**src/rtl/arwc_pkg.sv**
```systemverilog
/*
 * shared constants, types and wait-code table of the area read wait control.
 * assumes a 32-bit apb register port and a single bus clock.
 */
package arwc_pkg;

	// bus geometry
	localparam int ARWC_AW = 8;
	localparam int ARWC_DW = 32;

	// register byte offsets
	localparam logic [7:0] ARWC_OFS_CFG_A = 8'h00;
	localparam logic [7:0] ARWC_OFS_CFG_B = 8'h04;
	localparam logic [7:0] ARWC_OFS_STATUS = 8'h08;

	// configuration field positions
	localparam int ARWC_WR_LSB = 7;
	localparam int ARWC_WR_MSB = 10;
	localparam int ARWC_WM_BIT = 6;

	// status field positions
	localparam int ARWC_ST_BUSY_BIT = 0;
	localparam int ARWC_ST_AREA_BIT = 1;
	localparam int ARWC_ST_STRETCH_BIT = 2;
	localparam int ARWC_ST_BADCODE_BIT = 3;
	localparam int ARWC_ST_CNT_LSB = 8;

	// reset values
	localparam logic [3:0] ARWC_WR_RST = 4'h a;
	localparam logic ARWC_WM_RST = 1'b0;

	// wait counter width
	localparam int ARWC_CNT_W = 5;

	// wait cycles per code, prohibited codes run as the longest
	localparam logic [4:0] ARWC_WAIT_LUT [16] = '{
		5'h00, 5'h01, 5'h02, 5'h03, 5'h04, 5'h05, 5'h06, 5'h08,
		5'h0a, 5'h0c, 5'h0e, 5'h12, 5'h18, 5'h18, 5'h18, 5'h18
	};
	localparam logic [3:0] ARWC_WR_MAX_CODE = 4'h c;

	typedef struct packed {
		logic [3:0] wait_code;
		logic ext_wait_mask;
	} arwc_cfg_t;

	typedef struct packed {
		logic psel;
		logic penable;
		logic pwrite;
		logic [ARWC_AW-1:0] paddr;
		logic [ARWC_DW-1:0] pwdata;
		logic [3:0] pstrb;
	} arwc_apb_req_t;

	typedef struct packed {
		logic pready;
		logic [ARWC_DW-1:0] prdata;
		logic pslverr;
	} arwc_apb_rsp_t;

	typedef enum logic [3:0] {
		ARWC_ST_IDLE = 4'b0001,
		ARWC_ST_WAIT = 4'b0010,
		ARWC_ST_EXTW = 4'b0100,
		ARWC_ST_END = 4'b1000
	} arwc_state_t;

endpackage

```
**src/rtl/arwc_wait_cnt.sv**
```systemverilog
/*
 * wait-cycle down counter, loaded from a decoded wait code.
 * assumes load and decrement never come in the same cycle.
 */
`timescale 1ns/100ps
module arwc_wait_cnt #(
	parameter int CNT_W = arwc_pkg::ARWC_CNT_W
) (
	// clock and reset
	input wire logic pclk,
	input wire logic presetn,
	// control
	input wire logic load,
	input wire logic [3:0] code,
	input wire logic dec,
	// state
	output logic [CNT_W-1:0] cnt_q,
	output logic zero
);
	import arwc_pkg::*;

	logic [CNT_W-1:0] cnt_d;

	always_comb begin
		cnt_d = cnt_q;
		if (load) begin
			cnt_d = CNT_W'(ARWC_WAIT_LUT[code]);
		end else if (dec && cnt_q != '0) begin
			cnt_d = cnt_q - CNT_W'(1);
		end
	end

	always_ff @(posedge pclk or negedge presetn) begin
		if (!presetn) begin
			cnt_q <= '0;
		end else begin
			cnt_q <= cnt_d;
		end
	end

	assign zero = (cnt_q == '0);

endmodule // arwc_wait_cnt

```
**src/rtl/arwc_top.sv**
```systemverilog
/*
 * area read wait control: two area configuration registers on apb,
 * and a read strobe sequencer that inserts programmed and external waits.
 * assumes rd_req and ext_wait_n synchronous to pclk; requester holds
 * rd_req until rd_done.
 */
// Our own choices: the APB slave port and the register offsets.
`timescale 1ns/100ps
// What this block does
// - read wait field bits 10..7 selects 0-6, 8, 10, 12, 14, 18, 24 wait cycles
// - wait field resets to code 1010, fourteen waits per read
// - mask bit 6 clear honours external wait, set ignores it; resets clear
// - mask setting applies even with zero programmed waits
// - bits 5..2 read zero; software writes zeros there
module arwc_top #(
	parameter int CNT_W = arwc_pkg::ARWC_CNT_W
) (
	// clock and reset
	input wire logic pclk,
	input wire logic presetn,
	// apb slave
	input wire arwc_pkg::arwc_apb_req_t apb_req,
	output arwc_pkg::arwc_apb_rsp_t apb_rsp,
	// read access request
	input wire logic rd_req,
	input wire logic rd_area,
	output logic rd_busy_q,
	output logic rd_done_q,
	// external memory side
	output logic rd_strobe_n_q,
	input wire logic ext_wait_n
);
	import arwc_pkg::*;

	arwc_cfg_t cfg_q [2];
	arwc_apb_rsp_t rsp_q;
	arwc_state_t state_q;
	logic area_q;
	logic mask_q;
	logic stretch_q;
	logic badcode_q;
	logic setup;
	logic access;
	logic wr_en;
	logic [ARWC_DW-1:0] rd_data;
	logic rd_hit;
	logic [CNT_W-1:0] cnt;
	logic cnt_zero;
	logic cnt_load;
	logic cnt_dec;
	logic ext_hold;
	logic [1:0] cfg_wr;
	logic bad_wr;
	logic stretch_set;
	logic stretch_clr;
	logic badcode_clr;
	logic [3:0] code_nx [2];
	logic mask_nx [2];
	logic [ARWC_DW-1:0] cfg_word [2];
	logic [ARWC_DW-1:0] status_word;
	logic [1:0] bad_area;
	logic acc_end;
	logic in_acc;

	// apb phase decode
	assign setup = apb_req.psel && !apb_req.penable;
	assign access = apb_req.psel && apb_req.penable;
	assign wr_en = access && apb_req.pwrite && rsp_q.pready;

	// per-area register write strobes
	assign cfg_wr[0] = wr_en && apb_req.paddr == ARWC_OFS_CFG_A;
	assign cfg_wr[1] = wr_en && apb_req.paddr == ARWC_OFS_CFG_B;

	// area configuration registers
	for (genvar g = 0; g < 2; g++) begin : g_area
		// next wait code, each byte lane only when strobed
		always_comb begin
			code_nx[g] = cfg_q[g].wait_code;
			if (apb_req.pstrb[0]) begin
				code_nx[g][0] = apb_req.pwdata[ARWC_WR_LSB];
			end
			if (apb_req.pstrb[1]) begin
				code_nx[g][3:1] = apb_req.pwdata[ARWC_WR_MSB:ARWC_WR_LSB+1];
			end
		end

		// next mask, low byte lane only
		always_comb begin
			mask_nx[g] = cfg_q[g].ext_wait_mask;
			if (apb_req.pstrb[0]) begin
				mask_nx[g] = apb_req.pwdata[ARWC_WM_BIT];
			end
		end

		always_ff @(posedge pclk or negedge presetn) begin
			if (!presetn) begin
				cfg_q[g].wait_code <= ARWC_WR_RST;
				cfg_q[g].ext_wait_mask <= ARWC_WM_RST;
			end else if (cfg_wr[g]) begin
				cfg_q[g].wait_code <= code_nx[g];
				cfg_q[g].ext_wait_mask <= mask_nx[g];
			end
		end

		// prohibited code as it would land, lanes merged
		assign bad_area[g] = cfg_wr[g] && code_nx[g] > ARWC_WR_MAX_CODE;

		// read-back image, reserved bits zero
		always_comb begin
			cfg_word[g] = '0;
			cfg_word[g][ARWC_WR_MSB:ARWC_WR_LSB] = cfg_q[g].wait_code;
			cfg_word[g][ARWC_WM_BIT] = cfg_q[g].ext_wait_mask;
		end
	end

	// prohibited code written by software, either area
	assign bad_wr = |bad_area;

	// status clear strobes, write one to clear
	always_comb begin
		stretch_clr = 1'b0;
		badcode_clr = 1'b0;
		if (wr_en && apb_req.paddr == ARWC_OFS_STATUS && apb_req.pstrb[0]) begin
			stretch_clr = apb_req.pwdata[ARWC_ST_STRETCH_BIT];
			badcode_clr = apb_req.pwdata[ARWC_ST_BADCODE_BIT];
		end
	end

	// sticky prohibited-code flag, set wins over clear
	always_ff @(posedge pclk or negedge presetn) begin
		if (!presetn) begin
			badcode_q <= 1'b0;
		end else if (bad_wr) begin
			badcode_q <= 1'b1;
		end else if (badcode_clr) begin
			badcode_q <= 1'b0;
		end
	end

	// sticky stretched-access flag, set wins over clear
	always_ff @(posedge pclk or negedge presetn) begin
		if (!presetn) begin
			stretch_q <= 1'b0;
		end else if (stretch_set) begin
			stretch_q <= 1'b1;
		end else if (stretch_clr) begin
			stretch_q <= 1'b0;
		end
	end

	// status image
	always_comb begin
		status_word = '0;
		status_word[ARWC_ST_BUSY_BIT] = rd_busy_q;
		status_word[ARWC_ST_AREA_BIT] = area_q;
		status_word[ARWC_ST_STRETCH_BIT] = stretch_q;
		status_word[ARWC_ST_BADCODE_BIT] = badcode_q;
		status_word[ARWC_ST_CNT_LSB +: CNT_W] = cnt;
	end

	// read data mux, unused bits zero
	always_comb begin
		rd_data = '0;
		rd_hit = 1'b1;
		case (apb_req.paddr)
			ARWC_OFS_CFG_A: begin
				rd_data = cfg_word[0];
			end
			ARWC_OFS_CFG_B: begin
				rd_data = cfg_word[1];
			end
			ARWC_OFS_STATUS: begin
				rd_data = status_word;
			end
			default: begin
				rd_hit = 1'b0;
			end
		endcase
	end

	// apb answer, one access cycle, error on unmapped address
	always_ff @(posedge pclk or negedge presetn) begin
		if (!presetn) begin
			rsp_q <= '0;
		end else begin
			rsp_q.pready <= setup;
			rsp_q.pslverr <= setup && !rd_hit;
			if (setup && !apb_req.pwrite) begin
				rsp_q.prdata <= rd_data;
			end else begin
				rsp_q.prdata <= '0;
			end
		end
	end

	assign apb_rsp = rsp_q;

	// wait counter
	assign cnt_load = state_q == ARWC_ST_IDLE && rd_req;
	assign cnt_dec = state_q == ARWC_ST_WAIT;

	arwc_wait_cnt #(
		.CNT_W(CNT_W)
	) u_cnt (
		.pclk(pclk),
		.presetn(presetn),
		.load(cnt_load),
		.code(cfg_q[rd_area].wait_code),
		.dec(cnt_dec),
		.cnt_q(cnt),
		.zero(cnt_zero)
	);

	// external wait honoured only while unmasked
	assign ext_hold = !mask_q && !ext_wait_n;
	assign in_acc = state_q == ARWC_ST_WAIT || state_q == ARWC_ST_EXTW;
	assign stretch_set = ((state_q == ARWC_ST_WAIT && cnt_zero) ||
		state_q == ARWC_ST_EXTW) && ext_hold;

	// access ends once counted waits are out and no wait is held
	assign acc_end = ((state_q == ARWC_ST_WAIT && cnt_zero) ||
		state_q == ARWC_ST_EXTW) && !ext_hold;

	// access context latched at start
	always_ff @(posedge pclk or negedge presetn) begin
		if (!presetn) begin
			area_q <= 1'b0;
			mask_q <= ARWC_WM_RST;
		end else if (cnt_load) begin
			area_q <= rd_area;
			mask_q <= cfg_q[rd_area].ext_wait_mask;
		end
	end

	// read access sequencer
	always_ff @(posedge pclk or negedge presetn) begin
		if (!presetn) begin
			state_q <= ARWC_ST_IDLE;
		end else begin
			case (state_q)
				ARWC_ST_IDLE: begin
					if (rd_req) begin
						state_q <= ARWC_ST_WAIT;
					end
				end
				ARWC_ST_WAIT: begin
					if (cnt_zero) begin
						if (ext_hold) begin
							state_q <= ARWC_ST_EXTW;
						end else begin
							state_q <= ARWC_ST_END;
						end
					end
				end
				ARWC_ST_EXTW: begin
					if (!ext_hold) begin
						state_q <= ARWC_ST_END;
					end
				end
				ARWC_ST_END: begin
					state_q <= ARWC_ST_IDLE;
				end
				default: begin
					state_q <= ARWC_ST_IDLE;
				end
			endcase
		end
	end

	// read strobe, low from accept to the end of the access
	always_ff @(posedge pclk or negedge presetn) begin
		if (!presetn) begin
			rd_strobe_n_q <= 1'b1;
		end else if (cnt_load) begin
			rd_strobe_n_q <= 1'b0;
		end else if (acc_end || !in_acc) begin
			rd_strobe_n_q <= 1'b1;
		end
	end

	// busy from accept through the closing cycle
	always_ff @(posedge pclk or negedge presetn) begin
		if (!presetn) begin
			rd_busy_q <= 1'b0;
		end else if (cnt_load) begin
			rd_busy_q <= 1'b1;
		end else if (!in_acc) begin
			rd_busy_q <= 1'b0;
		end
	end

	// done pulse, one cycle as the strobe returns high
	always_ff @(posedge pclk or negedge presetn) begin
		if (!presetn) begin
			rd_done_q <= 1'b0;
		end else begin
			rd_done_q <= acc_end;
		end
	end

endmodule // arwc_top

```
**config.mk**
```make
export PLATFORM = sky130hd
export DESIGN_NAME = arwc_top
export DESIGN_NICKNAME = d
export VERILOG_FILES = /design/src/rtl/arwc_pkg.sv /design/src/rtl/arwc_wait_cnt.sv /design/src/rtl/arwc_top.sv
export SDC_FILE = /design/constraint.sdc
export NUM_CORES = 1
export LEC_CHECK = 0
export BUFFER_PORTS_ARGS = -buffer_cell sky130_fd_sc_hd__buf_2
export CORE_MARGIN = 4
export CORE_UTILIZATION = 40
export DETAILED_ROUTE_END_ITERATION = 8
export PLACE_DENSITY = 0.83
export SYNTH_ARGS = -nofsm -noshare
export SYNTH_HDL_FRONTEND = slang
export SYNTH_HIERARCHICAL = 1
export SYNTH_SLANG_ARGS = --single-unit
export TNS_END_PERCENT = 30
```
**constraint.sdc**
```tcl
create_clock -name pclk -period 1.8 [get_ports pclk]
set_input_delay 0.09 -clock pclk [delete_from_list [all_inputs] [get_ports pclk]]
set_output_delay 0.09 -clock pclk [all_outputs]
set_load 0.05 [all_outputs]
```
Yosys cells after proc, flatten, opt, wreduce, memory -nomap -nowiden
Memories as Yosys holds them, arrays and structs flattened.
Index checks and enable logic that the tools add are counted.
W data, S select, Z words.

storage, ports and cells
  memories kept = 1
  flip-flop bits (word level) = 60
  input port bits = 52
  memory bits (read-only) = 80
  logic and storage cells = 102
  output and inout port bits = 37

cells by class
  bitwise operators = 2
  add/sub/neg operators = 1
  equal/unequal tests = 9
  reduce and logical (&&, ||, !) cells = 40
  muxes and demuxes = 29
  magnitude comparators = 4

memory list
  name             depth  width  rd ports  clocked after memory_dff  write ports  line                 RTL
  (no name shown)  16     5      1         0                         0            arwc_wait_cnt.sv:27  cnt_d = CNT_W'(ARWC_WAIT_LUT[code]);

operator list
  kind                   number
  $pmux W13 S3           1
  $mux W5                7
  $mux W32               1
  $logic_and A1 B1 Y1    18
  $mux W4                4
  $mux W1                13
  $pmux W4 S3            1
  $eq A8 B3 Y1 const B   1
  $eq A8 B4 Y1 const B   1
  $gt A4 B4 Y1 const B   2
  $logic_not A8 Y1       1
  $ne A2 B2 Y1 const B   4
  $reduce_bool A2 Y1     4
  $logic_not A1 Y1       7
  $mux W3                2
  $ge A5 B5 Y1 const B   1
  $logic_not A5 Y1       1
  $not A4 Y5             1
  $reduce_bool A5 Y1     1
  $sub A5 B1 Y5 const B  1
  $eq A4 B1 Y1 const B   1
  $eq A4 B2 Y1 const B   1
  $eq A4 B3 Y1 const B   1
  $reduce_and A2 Y1      2
  6 further kinds        8

Logic depth before layout (Yosys ltp)
  depth after elaboration = 9
  gate-level depth with buffers = 8
  mapped depth without buffers = 8

Hierarchy
Netlist, hierarchy kept.

modules (own cells, without submodules)
  module         cells an instance  seq. area each (um^2)  area an instance (um^2)  times used
  arwc_top       164                858.3                  1747.9                   1
  arwc_wait_cnt  42                 125.1                  407.9                    1

Least setup slack after synthesis
Ideal clock, no wire load.

  kind = reg2reg
  from = register state_q[3]
  to = register u_cnt.cnt_q[3]
  stages on the path, launching flop included = 7
  clock period less this slack = 1.883 ns
  arrival = 1.801 ns
  path buffers = 0
  setup slack = -0.083 ns
  library setup time = 0.082 ns
  data required time = 1.718 ns
  path through = dfrtp_1 -> nor2_1 -> nand2_1 -> nor2_1 -> or4b_1 -> or3_1 -> a22oi_2

between the ends
  cells in the longest elaborated chain, start to end = 3
  elaborated cells on any way between the ends = 6
  those cells by class = eq/ne (2); mux (1); reduce/logical (3)

RTL lines
  element                              line                 RTL
  from (decl)                          arwc_top.sv:37       arwc_state_t state_q;
  from (signal assigned)               arwc_top.sv:238      state_q <= ARWC_ST_IDLE;
  from (signal assigned)               arwc_top.sv:243      state_q <= ARWC_ST_WAIT;
  from (signal assigned)               arwc_top.sv:249      state_q <= ARWC_ST_EXTW;
  $eq A4 B2 Y1                         arwc_top.sv:200      assign cnt_dec = state_q == ARWC_ST_WAIT;
  net cnt_dec                          arwc_top.sv:50       logic cnt_dec;
  $logic_and A1 B1 Y1                  arwc_wait_cnt.sv:28  end else if (dec && cnt_q != '0) begin
  $reduce_bool A2 Y1 (no source line)  n/a
  to (signal assigned)                 arwc_wait_cnt.sv:37  cnt_q <= cnt_d;
  to (decl)                            arwc_wait_cnt.sv:17  output logic [CNT_W-1:0] cnt_q,

The timed path passes the listed nets, and every way through them passes these cells.
A chain may end at the register's enable or synchronous reset.

Worst setup path after layout
  from = register u_cnt.cnt_q[0]
  to = register state_q[2]

between the ends
  cells in the longest elaborated chain, start to end = 3

RTL lines
  element                             line                 RTL
  $logic_not A5 Y1                    arwc_wait_cnt.sv:41  assign zero = (cnt_q == '0);
  net cnt_zero                        arwc_top.sv:48       logic cnt_zero;
  $ne A2 B2 Y1 (no source line)       n/a
  $reduce_and A3 Y1 (no source line)  n/a

The timed path passes the listed nets, and every way through them passes these cells.

==> reports/metrics.cfg <==
[status]
status=complete, no violations

[synthesis]
yosys.cell_types.count=48
yosysTopAreaCell=dfrtp_1
netlist.area_leader.share_pct=38.3
synth_warnings=6
postSynth.asyncResetShare_pct=100
syn_area_um2=2160
synth_edf_count=0
syn_avg_cell_area_um2=10.5
yosys-top-cells-area=dfrtp_1, dfstp_2, buf_4
ys_seq_elements=39
synthFlopType=dfrtp_1
synth_seq_area_share_pct=45.6
postSynthCellCount=206

[finish]
layout-drive-gt1-share_pct=39.8
layout.cells.non_filler=334
diodes=0
synthToLayoutAreaGrowth_pct=21.8
fin_nets=320

[detailed_routing]
drc=0
wire_per_inst_um=13.5
drt-total-wl_um=4500
vias=1667
firstDrtPassIters=4
antenna_left=0
vias_per_cell=4.99
initialDrtViolationCount=105

[critical_path]
reg2regPathDepth=8
cp_common_cell=inv_2
slowest_stage=or4b_4
timing.rr.end=state_q[2]
max_stage_delay_ps=470
r2r_start=u_cnt/cnt_q[0]
cp_num_buf_inv=3
critical-path-top-delay-family=simple AND/OR/NAND/NOR gates
cp.arrival_ps=2020
path_max_fanout=3
worstSetupStartpointType=flip-flop
endpoint_kind=flip-flop
reg2reg_slack_ps=20
worstPathRequired_ps=2030
crit_chain=inv_2, ha_4, or4b_4, inv_2, and3b_2, o21ai_4, nor3_2, buf_4
critical_path_class=reg -> reg

[floorplanning]
rows=26
die_area_um2=6630
start_util_pct=41.7
coreArea_um2=5170
ios=89
fp.dieH_um=81.4
die_w_um=81.4

[sta]
whs_ps=55.9
max_freq_ghz=0.560
slew_headroom_pct=60.7
setup_viol=0
fin_crit_ps=1780
finalMaxSlewViolations=0
hold_viol_final=0
rsz0062_at_grt=yes
worstMarginPinSlew_ps=589
finalCritPeriodShare_pct=99.1
skew_ps=6.13

[clock_network]
clockBufferDepth=2
worstSkewPairLatency_ps=290
cts_inserted_buffers=5
cts_tree=yes
cts-root-buf=clkbuf_8
clkSinkCount=39
cts.clk_slew.worst_paths_ps=70
htree_levels=2

[hold_path]
min_to=cfg_q[0]
holdCritStartpoint=apb_req[10]
hold_class=in -> reg
hold_path_depth=2

[global_routing]
overflow=0
grt_max_degree=27
grt_pass1_wl_um=7450
track_usage_pct=14.6
antenna_found_initial=0
grt_pass1_vias=1644

[place]
place_hpwl_um=3560
placed_cells=321
portBuffers=40
gp_congestion=0.808

[pwr]
power.density_nw_per_um2=1070
p_leak_nw=1.29
ir_drop_mv=0.459

[run]
cap_violations=0

how the worst max path moves through the flow:
stage                               from             end  slack, ps  cells after the start
final                     u_cnt/cnt_q[0]      state_q[2]         20                      8
after global placement    u_cnt/cnt_q[0]       stretch_q        -10                      8
after global routing          state_q[3]  u_cnt/cnt_q[3]        -50                      6
after CTS                 u_cnt/cnt_q[0]  u_cnt/cnt_q[0]         -6                      6
after floorplan               state_q[3]  u_cnt/cnt_q[3]         20                      6
after detailed placement  u_cnt/cnt_q[0]       stretch_q        -40                      8
cell usage after synthesis (3+ instances only):
master and number:
nand3_1 4, nand4_1 8, dfrtp_1 33, nor2b_1 4, nand2b_1 7, inv_1 7, mux2_2 14, buf_4 21
o21ai_0 6, a21oi_1 8, mux2i_1 9, nor2_1 15, buf_2 4, nand2_1 7, ha_1 5, dfstp_2 6
nor3_1 4, nand3b_1 3, and2_1 7
layout make-up:
class	count	area, um2
Clock inverter	3	43.8
Timing Repair Buffer	58	343
Clock buffer	5	68.8
Multi-Input combinational cell	152	1070
Inverter	7	26.3
Tap cell	70	87.6
Sequential cell	39	983
Fill cell	460	2550
placed cells by master, fill, tap and decap left out, drive strengths merged, types with 3 or more instances in the layout:
cell type / n
and2: 7
nor2: 15
nand2b: 7
conb: 21
dfstp: 6
mux2i: 9
nand2: 7
and3: 3
nor3: 4
nand4: 8
clkbuf: 5
dlygate4sd3: 3
ha: 5
dfrtp: 33
nor2b: 4
nand3b: 3
o31a: 3
inv: 7
buf: 55
a21oi: 8
mux2: 15
o21ai: 7
nand3: 4
stage by stage:
step / TNS [ps] / power, mW / instance area [um2] / util, % / worst slack [ps]
4_1_cts: -8.53 / 2.75 / 2570 / 49.7 / -5.54
5_1_grt: -126 / 2.97 / 2630 / 50.8 / -49.5
3_3_place_gp: -10.5 / 1.98 / 2420 / 46.9 / -10.5
2_1_floorplan: 0 / 1.73 / 2240 / - / 21.0
3_5_place_dp: -42.7 / 2.02 / 2420 / 46.9 / -42.7
6_report: 0 / 2.80 / 2630 / 50.8 / 15.5
timing repair:
action                     CTS  global route
setup buffers                0             2
hold endpoints to repair    25             0
hold buffers                 3             0
gates resized for setup      1            12
pin swaps                    0             5
setup endpoints to repair    2             5
flip-flops by register name (all words and copies together) (netlist names):
name	flops
apb_rsp	13
cfg_q	10
u_cnt/cnt_q	5
state_q	4
area_q	1
badcode_q	1
mask_q	1
rd_busy_q	1
rd_done_q	1
rd_strobe_n_q	1
stretch_q	1
worst reg2reg max path, cell delays in order, from the launching register on:
cell and delay [ps]:
dfrtp_1 390, inv_2 80, ha_4 120, or4b_4 470
inv_2 70, and3b_2 210, o21ai_4 70, nor3_2 190
buf_4 130
metal layers:
metal / global-route usage (%) / up-vias / part of all wire, %
li1: - / 801 / -
met1: 17.3 / 809 / 41
met2: 24.0 / 48 / 50
met3: 5.48 / 9 / 7.2
met4: 5.07 / 0 / 1.4
met5: 0 / - / 0
where the power goes:
group,total [mW],switching (mW),internal [mW]
combinational,0.992,0.555,0.437
clock,0.719,0.307,0.412
sequential,1.09,0.0847,1.01
cells by family (layout without fill, tap and decap cells):
group / Yosys count / in the layout / share of synthesized area (%)
AO/OA/AOI/OAI: 29 / 29 / 9.23
XOR/XNOR: 1 / 1 / 0.406
adder cells (fa/ha/maj): 5 / 5 / 2.90
buffers and inverters: 35 / 73 / 10.3
flip-flops: 39 / 39 / 45.6
multiplexers: 24 / 24 / 12.2
other: 1 / 21 / 0.174
AND/OR/NAND/NOR: 72 / 72 / 19.2
Note: power is estimated with default switching activity, not from simulation.
